<file path="config.mk">
export PLATFORM = sky130hd
export DESIGN_NAME = asc_ctrl
export DESIGN_NICKNAME = d
export VERILOG_FILES = /design/src/inc/asc_pkg.sv /design/src/rtl/asc_ctrl.sv
export VERILOG_INCLUDE_DIRS = /design/src /design/src/inc
export SDC_FILE = /design/constraint.sdc
export NUM_CORES = 1
export LEC_CHECK = 0
export BUFFER_PORTS_ARGS = -buffer_cell sky130_fd_sc_hd__buf_2
export CAP_MARGIN = 20
export CORE_UTILIZATION = 60
export DETAILED_ROUTE_END_ITERATION = 12
export PLACE_DENSITY_LB_ADDON = 0.05
export SYNTH_ARGS = -nofsm -noshare
export SYNTH_HDL_FRONTEND = slang
export SYNTH_SLANG_ARGS = --single-unit
</file>
<file path="constraint.sdc">
create_clock -name clock_i -period 6.17 [get_ports clock_i]
set_clock_uncertainty 0.05 [all_clocks]
set_input_delay 1.234 -clock clock_i [delete_from_list [all_inputs] [get_ports clock_i]]
set_output_delay 1.234 -clock clock_i [all_outputs]
set_load 0.01 [all_outputs]
</file>
<file path="src/inc/asc_cfg.svh">
`ifndef ASC_CFG_SVH
`define ASC_CFG_SVH

// ****************************************
// register offsets in the internal i/o space, channel 1 at offset + 1
// ****************************************
`define ASC_OFF_CTLA 8'h00
`define ASC_OFF_CTLB 8'h02
`define ASC_OFF_STAT 8'h04
`define ASC_OFF_TDR 8'h06
`define ASC_OFF_RDR 8'h08

// ****************************************
// field positions
// ****************************************
`define ASC_A_WAKE 7
`define ASC_A_RXON 6
`define ASC_A_TXON 5
`define ASC_A_PIN 4
`define ASC_A_EFR 3
`define ASC_A_LEN8 2
`define ASC_A_PAR 1
`define ASC_A_STOP2 0
`define ASC_B_TXMPB 7
`define ASC_B_MP 6
`define ASC_B_PS 5
`define ASC_B_ODD 4
`define ASC_S_RIE 3
`define ASC_S_TIE 0

// ****************************************
// reset values
// ****************************************
`define ASC_CTLA0_RST 8'h10
`define ASC_CTLA1_RST 8'h00
`define ASC_CTLB_RST 8'h07

// ****************************************
// timing: fixed bit time, prescaler not modelled
// ****************************************
`define ASC_CLK_NS 8
`define ASC_BIT_NS 8680
`define ASC_BIT_CYC (`ASC_BIT_NS / `ASC_CLK_NS)
`define ASC_DIV_W 12

`endif

</file>
<file path="src/inc/asc_pkg.sv">
package asc_pkg;
  typedef enum logic [0:0] {
    asc_tx_idle = 1'b0,
    asc_tx_shift = 1'b1
  } asc_tx_st_t;
  typedef enum logic [1:0] {
    asc_rx_idle = 2'b00,
    asc_rx_start = 2'b01,
    asc_rx_data = 2'b10
  } asc_rx_st_t;
endpackage

</file>
<file path="src/rtl/asc_ctrl.sv">
`timescale 1ns/10ps
`include "asc_cfg.svh"
// Contract
// - writing tx_holding_reg clears tx_holding_empty; moving it to shift register sets it
// - tx_holding_empty reads one during peripheral_halt_mode; reset empties the holding register
// - clear-to-send pin high holds tx_holding_empty at zero except in peripheral_halt_mode
// - transmit interrupt when tx_irq_enable and tx_holding_empty; reset clears enable
// - multidrop with wake-up filter: only frames with proc bit one touch flags
// - otherwise every frame updates receive-full and error flags; reset clears filter
// - clearing rx_on aborts reception, keeps data and flags; halt and reset clear it
// - clearing tx_on aborts sending, keeps holding data and flag; halt and reset clear it
// - request_send_out pin follows its bit at once; reset sets the bit
// - ext_clk1_pin_off one routes dma_end_strobe to pin, zero gives data clock
// - in multidrop mode bit 3 reads last received proc bit
// - writing zero to control A bit 3 clears overrun, framing and parity flags
// - format bits select data length, parity enable and stop bit count
// - frame order: start, data, optional parity, stop bits
// - multidrop transmitter sends tx_proc_flag_bit as frame proc bit
// - multidrop frame: start, 7/8 data, proc bit, stops, never parity
// - non-multidrop frame follows all three format bits; reset clears multidrop_format
// - transmitter double buffered, idle line driven high
// - overrun set when holding full and another frame completes
// - receive interrupt when enabled and receive-full or any error flag set
module asc_ctrl (
  input wire logic clock_i,
  input wire logic srst_i,
  input wire logic peripheral_halt_mode_i,
  input wire logic [7:0] io_addr_i,
  input wire logic io_wr_i,
  input wire logic io_rd_i,
  input wire logic [7:0] io_wdata_i,
  output logic [7:0] io_rdata_o,
  input wire logic [1:0] rxd_i,
  input wire logic [1:0] clear_send_n_i,
  input wire logic dma_end_strobe_i,
  output logic [1:0] txd_o,
  output logic [1:0] tx_irq_o,
  output logic [1:0] rx_irq_o,
  output logic request_send_out_n_o,
  output logic clk1_pin_o,
  output logic clk1_pin_oe_n_o
);
  import asc_pkg::*;

  // ****************************************
  // helpers
  // ****************************************
  function automatic logic hit(input logic [7:0] addr, input logic [7:0] off, input int ch);
    hit = (addr == (off + 8'(ch)));
  endfunction
  // frame image, start bit at index 0, data lsb first, then parity or proc bit, then stops
  function automatic logic [15:0] build_frame(input logic [7:0] d, input logic [7:0] a, input logic [7:0] b);
    logic [11:0] v;
    logic [3:0] n;
    logic par;
    v = 12'hFFF;
    v[0] = 1'b0;
    n = 4'h1;
    par = b[`ASC_B_ODD] ^ (^d[6:0]) ^ (a[`ASC_A_LEN8] & d[7]);
    for (int i = 0; i < 8; i++) begin
      if (i < 7 || a[`ASC_A_LEN8]) begin
        v[n] = d[i];
        n = n + 4'h1;
      end
    end
    if (b[`ASC_B_MP]) begin
      v[n] = b[`ASC_B_TXMPB];
      n = n + 4'h1;
    end else if (a[`ASC_A_PAR]) begin
      v[n] = par;
      n = n + 4'h1;
    end
    n = n + 4'h1 + {3'h0, a[`ASC_A_STOP2]};
    build_frame = {n, v};
  endfunction
  localparam logic [`ASC_DIV_W-1:0] BitLast = `ASC_DIV_W'(`ASC_BIT_CYC - 1);
  localparam logic [`ASC_DIV_W-1:0] HalfLast = `ASC_DIV_W'(`ASC_BIT_CYC / 2 - 1);
  logic [7:0] ctla_q [2];
  logic [7:0] rdv [2];
  logic [1:0] rhit;
  logic [1:0] txd_d;
  logic [1:0] tx_irq_d;
  logic [1:0] rx_irq_d;

  // ****************************************
  // per channel transmitter, receiver and registers
  // ****************************************
  for (genvar g = 0; g < 2; g++) begin : gen_ch
    logic [7:0] a_d, b_q, b_d, tdr_q, tdr_d, rdr_q, rdr_d;
    logic full_q, full_d, rx_holding_full_q, rx_holding_full_d, overrun_flag_q, overrun_flag_d, pe_q, pe_d, fe_q, fe_d;
    logic rie_q, rie_d, tie_q, tie_d, mpbr_q, mpbr_d;
    asc_tx_st_t tst_q, tst_d;
    asc_rx_st_t rst_q, rst_d;
    logic [11:0] tsh_q, tsh_d, rbits_q, rbits_d;
    logic [3:0] tcnt_q, tcnt_d, ridx_q, ridx_d;
    logic [`ASC_DIV_W-1:0] tdiv_q, tdiv_d, rdiv_q, rdiv_d;
    logic wr_a, wr_b, wr_s, wr_t, wr_r, rd_r, tx_holding_empty, tx_load, rx_done;
    logic [15:0] fr;
    logic [11:0] bits;
    logic [3:0] dl, total;
    logic ext, stop_ok, accept;
    logic [7:0] rdata;
    always_comb begin
      wr_a = io_wr_i && hit(io_addr_i, `ASC_OFF_CTLA, g);
      wr_b = io_wr_i && hit(io_addr_i, `ASC_OFF_CTLB, g);
      wr_s = io_wr_i && hit(io_addr_i, `ASC_OFF_STAT, g);
      wr_t = io_wr_i && hit(io_addr_i, `ASC_OFF_TDR, g);
      wr_r = io_wr_i && hit(io_addr_i, `ASC_OFF_RDR, g);
      rd_r = io_rd_i && hit(io_addr_i, `ASC_OFF_RDR, g);
      a_d = wr_a ? io_wdata_i : ctla_q[g];
      a_d[`ASC_A_RXON] = a_d[`ASC_A_RXON] && !peripheral_halt_mode_i;
      a_d[`ASC_A_TXON] = a_d[`ASC_A_TXON] && !peripheral_halt_mode_i;
      b_d = wr_b ? io_wdata_i : b_q;
      rie_d = wr_s ? io_wdata_i[`ASC_S_RIE] : rie_q;
      tie_d = wr_s ? io_wdata_i[`ASC_S_TIE] : tie_q;
      tx_holding_empty = peripheral_halt_mode_i || (!full_q && !clear_send_n_i[g]);
      tx_irq_d[g] = tie_q && tx_holding_empty;
      // transmitter
      tdr_d = wr_t ? io_wdata_i : tdr_q;
      full_d = full_q;
      tst_d = tst_q;
      tsh_d = tsh_q;
      tcnt_d = tcnt_q;
      tdiv_d = tdiv_q;
      fr = build_frame(tdr_q, ctla_q[g], b_q);
      tx_load = ctla_q[g][`ASC_A_TXON] && tst_q == asc_tx_idle && full_q
                && !clear_send_n_i[g] && !peripheral_halt_mode_i;
      unique case (tst_q)
        asc_tx_idle: begin
          if (tx_load) begin
            tst_d = asc_tx_shift;
            tsh_d = fr[11:0];
            tcnt_d = fr[15:12];
            tdiv_d = BitLast;
            full_d = 1'b0;
          end
        end
        asc_tx_shift: begin
          if (tdiv_q != '0) begin
            tdiv_d = tdiv_q - 1'b1;
          end else begin
            tdiv_d = BitLast;
            tsh_d = {1'b1, tsh_q[11:1]};
            tcnt_d = tcnt_q - 4'h1;
            if (tcnt_q == 4'h1) begin
              tst_d = asc_tx_idle;
            end
          end
        end
      endcase
      if (!ctla_q[g][`ASC_A_TXON]) begin
        tst_d = asc_tx_idle;
      end
      full_d = (full_d || wr_t) && !peripheral_halt_mode_i;
      txd_d[g] = (tst_d == asc_tx_shift) ? tsh_d[0] : 1'b1;
      // receiver
      rst_d = rst_q;
      rbits_d = rbits_q;
      ridx_d = ridx_q;
      rdiv_d = (rdiv_q != '0) ? rdiv_q - 1'b1 : BitLast;
      dl = ctla_q[g][`ASC_A_LEN8] ? 4'h8 : 4'h7;
      ext = b_q[`ASC_B_MP] || ctla_q[g][`ASC_A_PAR];
      total = dl + {3'h0, ext} + 4'h1 + {3'h0, ctla_q[g][`ASC_A_STOP2]};
      bits = rbits_q;
      bits[ridx_q] = rxd_i[g];
      rx_done = 1'b0;
      unique case (rst_q)
        asc_rx_idle: begin
          if (!rxd_i[g]) begin
            rst_d = asc_rx_start;
            rdiv_d = HalfLast;
          end
        end
        asc_rx_start: begin
          if (rdiv_q == '0) begin
            rst_d = rxd_i[g] ? asc_rx_idle : asc_rx_data;
            ridx_d = 4'h0;
          end
        end
        asc_rx_data: begin
          if (rdiv_q == '0) begin
            rbits_d = bits;
            ridx_d = ridx_q + 4'h1;
            if (ridx_q == total - 4'h1) begin
              rx_done = 1'b1;
              rst_d = asc_rx_idle;
            end
          end
        end
        default: begin
          rst_d = asc_rx_idle;
        end
      endcase
      if (!ctla_q[g][`ASC_A_RXON]) begin
        rst_d = asc_rx_idle;
        rx_done = 1'b0;
      end
      stop_ok = bits[dl + {3'h0, ext}] && (!ctla_q[g][`ASC_A_STOP2] || bits[dl + {3'h0, ext} + 4'h1]);
      accept = !(b_q[`ASC_B_MP] && ctla_q[g][`ASC_A_WAKE]) || bits[dl];
      // receive flags, a hardware set wins over a read or error-flag clear in the same cycle, a halt clear wins over the set
      rdr_d = (wr_r && !rx_holding_full_q) ? io_wdata_i : rdr_q;
      rx_holding_full_d = rd_r ? 1'b0 : rx_holding_full_q;
      overrun_flag_d = overrun_flag_q;
      pe_d = pe_q;
      fe_d = fe_q;
      mpbr_d = mpbr_q;
      if (wr_a && !io_wdata_i[`ASC_A_EFR]) begin
        {overrun_flag_d, pe_d, fe_d} = 3'h0;
      end
      if (rx_done && accept) begin
        mpbr_d = b_q[`ASC_B_MP] ? bits[dl] : mpbr_q;
        // a byte landing while the holding register is being read is kept, not an overrun
        if (rx_holding_full_q && !rd_r) begin
          overrun_flag_d = 1'b1;
        end else begin
          rdr_d = ctla_q[g][`ASC_A_LEN8] ? bits[7:0] : {1'b0, bits[6:0]};
          rx_holding_full_d = 1'b1;
          fe_d = fe_d || !stop_ok;
          pe_d = pe_d || (!b_q[`ASC_B_MP] && ctla_q[g][`ASC_A_PAR] &&
                 (bits[dl] != (b_q[`ASC_B_ODD] ^ (^bits[6:0]) ^ (ctla_q[g][`ASC_A_LEN8] & bits[7]))));
        end
      end
      if (peripheral_halt_mode_i) begin
        {rx_holding_full_d, overrun_flag_d, pe_d, fe_d} = 4'h0;
      end
      rx_irq_d[g] = rie_d && (rx_holding_full_d || overrun_flag_d || pe_d || fe_d);
      // read view
      rhit[g] = 1'b1;
      rdata = 8'h00;
      if (hit(io_addr_i, `ASC_OFF_CTLA, g)) begin
        rdata = ctla_q[g];
        rdata[`ASC_A_EFR] = mpbr_q;
      end else if (hit(io_addr_i, `ASC_OFF_CTLB, g)) begin
        rdata = b_q;
        rdata[`ASC_B_PS] = clear_send_n_i[g];
      end else if (hit(io_addr_i, `ASC_OFF_STAT, g)) begin
        rdata = {rx_holding_full_q, overrun_flag_q, pe_q, fe_q, rie_q, 1'b0, tx_holding_empty, tie_q};
      end else if (hit(io_addr_i, `ASC_OFF_TDR, g)) begin
        rdata = tdr_q;
      end else if (hit(io_addr_i, `ASC_OFF_RDR, g)) begin
        rdata = rdr_q;
      end else begin
        rhit[g] = 1'b0;
      end
      rdv[g] = rdata;
    end
    always_ff @(posedge clock_i) begin
      if (srst_i) begin
        ctla_q[g] <= (g == 0) ? `ASC_CTLA0_RST : `ASC_CTLA1_RST;
        b_q <= `ASC_CTLB_RST;
        tie_q <= 1'b0;
        rie_q <= 1'b0;
        full_q <= 1'b0;
        rx_holding_full_q <= 1'b0;
        overrun_flag_q <= 1'b0;
        pe_q <= 1'b0;
        fe_q <= 1'b0;
        mpbr_q <= 1'b0;
        tdr_q <= 8'h00;
        rdr_q <= 8'h00;
        tst_q <= asc_tx_idle;
        rst_q <= asc_rx_idle;
        tsh_q <= 12'hFFF;
        tcnt_q <= 4'h0;
        tdiv_q <= '0;
        rbits_q <= 12'h000;
        ridx_q <= 4'h0;
        rdiv_q <= '0;
      end else begin
        ctla_q[g] <= a_d;
        b_q <= b_d;
        tie_q <= tie_d;
        rie_q <= rie_d;
        full_q <= full_d;
        rx_holding_full_q <= rx_holding_full_d;
        overrun_flag_q <= overrun_flag_d;
        pe_q <= pe_d;
        fe_q <= fe_d;
        mpbr_q <= mpbr_d;
        tdr_q <= tdr_d;
        rdr_q <= rdr_d;
        tst_q <= tst_d;
        rst_q <= rst_d;
        tsh_q <= tsh_d;
        tcnt_q <= tcnt_d;
        tdiv_q <= tdiv_d;
        rbits_q <= rbits_d;
        ridx_q <= ridx_d;
        rdiv_q <= rdiv_d;
      end
    end
  end

  // ****************************************
  // shared pins and read data
  // ****************************************
  // the channel 1 data clock runs at half the fixed bit rate since the rate selector is not built
  logic [`ASC_DIV_W-1:0] ck_div_q, ck_div_d;
  logic ck_q, ck_d, pin_d;
  logic [7:0] rdata_d;
  logic rts_n_d;

  always_comb begin
    ck_div_d = (ck_div_q != '0) ? ck_div_q - 1'b1 : BitLast;
    ck_d = (ck_div_q == '0) ? !ck_q : ck_q;
    pin_d = gen_ch[1].a_d[`ASC_A_PIN] ? dma_end_strobe_i : ck_d;
    rts_n_d = gen_ch[0].a_d[`ASC_A_PIN];
    rdata_d = io_rdata_o;
    if (io_rd_i) begin
      rdata_d = rhit[0] ? rdv[0] : (rhit[1] ? rdv[1] : 8'h00);
    end
  end

  always_ff @(posedge clock_i) begin
    if (srst_i) begin
      ck_div_q <= '0;
      ck_q <= 1'b0;
      clk1_pin_o <= 1'b0;
      clk1_pin_oe_n_o <= 1'b0;
      request_send_out_n_o <= 1'b1;
      io_rdata_o <= 8'h00;
      txd_o <= 2'b11;
      tx_irq_o <= 2'b00;
      rx_irq_o <= 2'b00;
    end else begin
      ck_div_q <= ck_div_d;
      ck_q <= ck_d;
      clk1_pin_o <= pin_d;
      clk1_pin_oe_n_o <= 1'b0;
      request_send_out_n_o <= rts_n_d;
      io_rdata_o <= rdata_d;
      txd_o <= txd_d;
      tx_irq_o <= tx_irq_d;
      rx_irq_o <= rx_irq_d;
    end
  end
endmodule

</file>
==> run summary <==
Post-synthesis simple-gate area fraction: 22.7%
FF+latch count, synth: 222
Clock transition at path regs: 60 ps
CTS Root Cell: clkbuf_16
Leakage: 5.08 nW
Adder-Cell Fraction of Synth Area: 4.32%
WL final: 29.0 mm
Setup crit end: gen_ch[1].pe_q$_SDFF_PP0_
Area contributors post-synth: dfxtp_1 (37%), nor2_1 (6.8%), mux2i_1 (5.4%)
Primary FF master, synth: dfxtp_1
Minimum clock period: 3450 ps
Die Wd: 143 um
Routability cong.: 0.899
Core Region: 19400 sq um
Area Overhead vs Synth: 8.48%
Die height: 143 um
WL per Instance: 17.4 um
Crit-path max FO: 11
Clk buf depth: 3
Initial antenna violation count: 0
R2R cell count: 11
1st-iter DRT viols: 857
Vias after detailed routing: 9995
Post-synthesis mux area share: 7.52%
Post-CTS sizing: 0
Clk_lat worst skew: 520 ps
Setup bufs post-CTS: 0
Vias in the first global route: 9157
Most common cell in the netlist: dfxtp_1
Largest net degree at the start of global routing: 127
Most common cell on crit path: ha_1
Worst VDD drop: 0.189 mV
TritonCTS buffer count: 24
Final hold viol count: 0
Setup crit start: ctla_q[1][2]$_SDFFE_PP0P_
CP required: 6530 ps
RSZ-0062 raised after global routing: no
Xor-xnor portion of the synthesized cell area: 6.56%
Port bufs: 41
Via density: 5.97
1st-pass router iterations: 6
Status: finished clean
Mapped Cells: 1398
Max-slew violations: 0
Post-synthesis cell type with the largest combined area: dfxtp_1
Ant. Diodes: 0
Finish-stage setup viols: 0
Crit Path Class: reg2reg
First-pass GRT wire length: 46.8 mm
Post-route insts no fill: 1673
Arrival @ worst endpoint: 3810 ps
Global route overflow: 0
Worst slack at placement: 2320 ps
DR DRC count: 0
Hold buffers post-CTS: 0
Slew HR: 33.5%
CTS tree: done
H-tree levels: 1
Largest family of logic cells by synthesized area: simple AND/OR/NAND/NOR gates
Actual slew at the worst max-slew pin: 994 ps
I/O pins: 43
DIE AREA: 20300 sq um
DP Cell Count: 1632
CP startpoint kind: flip-flop
Nets: 1460
Fraction of layout cells with a size suffix above 1: 9.45%
Global-route usage over all layers: 28.8%
Row count: 51
F_max: 290 MHz
Antenna viol nets, final: 0
Number of synthesized flops with an enable pin: 0
Average size of a mapped cell: 8.49 sq um
TritonCTS sink count: 222
Post-synth top cells: dfxtp_1 (222), nor2_1 (216), nand2_1 (113), a21oi_1 (107), mux2i_1 (64)
Worst r2r src: ctla_q[1][2]$_SDFFE_PP0P_
YS warnings: 0
Cell Pwr Density: 255 nW/um^2
Post-Syn Area: 11900 sq um
FFs w/ async S/R, synth: 0%
Worst hold path type: reg2reg
Syn Nets: 1465
Hold path startpoint: gen_ch[0].tsh_q[7]$_SDFFE_PP1P_
Setup slack after layout: 2720 ps
Total of max-cap violations: 0
CP max stage delay: 670 ps
HPWL Detailed: 19.8 mm
CP endpoint kind: flip-flop
Worst R2R Setup Slack: 2720 ps
Sequential-to-total area share from yosys stat: 37.4%
Initial core utilization: 61.2%
Tcrit/Tclk final: 55.9%
CP max stage cell: dfxtp_1
Critical-path cell list: inv_1 > ha_1 > inv_1 > ha_1 > ha_1 > xor2_1 > xnor2_1 > nor3_1 > o211a_1 > and2b_2 > a41o_1
FF-to-FF End: gen_ch[1].pe_q$_SDFF_PP0_
Yosys cell types: 78
Synth Area in Compound Gates: 17.2%
Setup TNS: 0 ps
Top cell type's share of synthesized area: 37.4%
worst min path at each step:
stage | to | slack (ps) | depth (start not counted)
global route | gen_ch[1].tsh_q[5]$_SDFFE_PP1P_ | 410 | 2
global placement | gen_ch[1].tsh_q[2]$_SDFFE_PP1P_ | 380 | 2
CTS | gen_ch[0].tsh_q[7]$_SDFFE_PP1P_ | 390 | 2
floorplan | gen_ch[0].tsh_q[11]$_SDFFE_PP1P_ | 370 | 2
detailed placement | gen_ch[0].tsh_q[7]$_SDFFE_PP1P_ | 380 | 2
finish | gen_ch[0].tsh_q[7]$_SDFFE_PP1P_ | 390 | 2
routing by layer:
metal  part of all wire, %  global-route usage, %  up-vias
met5                     0                      0        -
met4                   2.3                   7.81        0
met3                   5.3                   4.09       50
met2                    45                   47.0      259
met1                    47                   39.7     4730
li1                      -                      -     4956
stage by stage:
step           instance area [sq um]  util, %  power, mW  hold slack, ps
3_3_place_gp                   12100     62.5       1.91             380
3_5_place_dp                   12100     62.5       1.92             384
5_1_grt                        12900     66.4       3.41             408
4_1_cts                        12900     66.4       3.30             394
6_report                       12900     66.4       3.28             390
2_1_floorplan                  11900        -       1.83             370
cells in the final DEF (no fill, tap or decap), types with 5 or more instances in the layout:
cell and instances:
dfxtp_1 222, nor2_1 216, nand2_1 113, a21oi_1 107, mux2i_1 64, o21ai_0 55
xnor2_1 49, a211oi_1 44, inv_1 43, ha_1 41, buf_2 40, xor2_1 27
a221oi_1 26, nand3_1 25, clkbuf_16 25, nand2b_1 23, nor2b_1 22, nor3_1 22
mux2_2 19, nor4_1 18, nand3b_1 16, nor3b_1 12, or3_1 11, a31oi_1 9
or4_1 8, o32a_1 8, and2_1 8, clkbuf_1 8, nor4b_1 7, a211o_1 7
buf_4 7, a311oi_1 5, a222oi_1 5, and3_1 5, nand4_1 5, xnor3_1 5
o31ai_1 5
worst max-delay path: cells and delay by family (launching register included):
| kind | cells | cell delay (ps) |
|---|---|---|
| fa+ha+maj | 3 | 970 |
| compound gates | 2 | 410 |
| simple gates | 2 | 390 |
| xor+xnor | 2 | 470 |
| flops | 1 | 670 |
| buf+inv | 2 | 370 |
state kept, by name, summed over array words and instances (netlist names), 4 cells and up:
name	flops
gen_ch.rst_q	4
gen_ch.rdiv_q	24
gen_ch.rdr_q	16
gen_ch.rbits_q	24
gen_ch.tdr_q	16
gen_ch.tdiv_q	24
gen_ch.b_q	14
ck_div_q	12
gen_ch.tcnt_q	8
gen_ch.tsh_q	24
gen_ch.ridx_q	8
ctla_q	14
io_rdata_o	8
where the power goes:
part	internal [mW]	switching, mW
clock network	0.816	0.575
logic	0.137	0.216
registers	1.49	0.0476
total	2.44	0.839
cell type report:
cell class / count / area (sq um)
clock buffer: 36 / 697
tap: 265 / 332
fill: 1711 / 6530
inverter: 43 / 161
timing repair buffer: 48 / 264
multi-input combinational: 1054 / 6930
sequential: 222 / 4440
clock inverter: 5 / 50.0
kinds of logic (layout without fill, tap and decap cells):
group | after synthesis | after routing
muxes | 85 | 85
xor gates and xnor gates | 81 | 81
DFF | 222 | 222
adders and majority gates | 41 | 41
AOI/OAI and AO/OA | 308 | 308
other | 1 | 1
and+or+nand+nor | 538 | 538
buffers and inverters | 122 | 132
(Power assumes the default switching activity.)
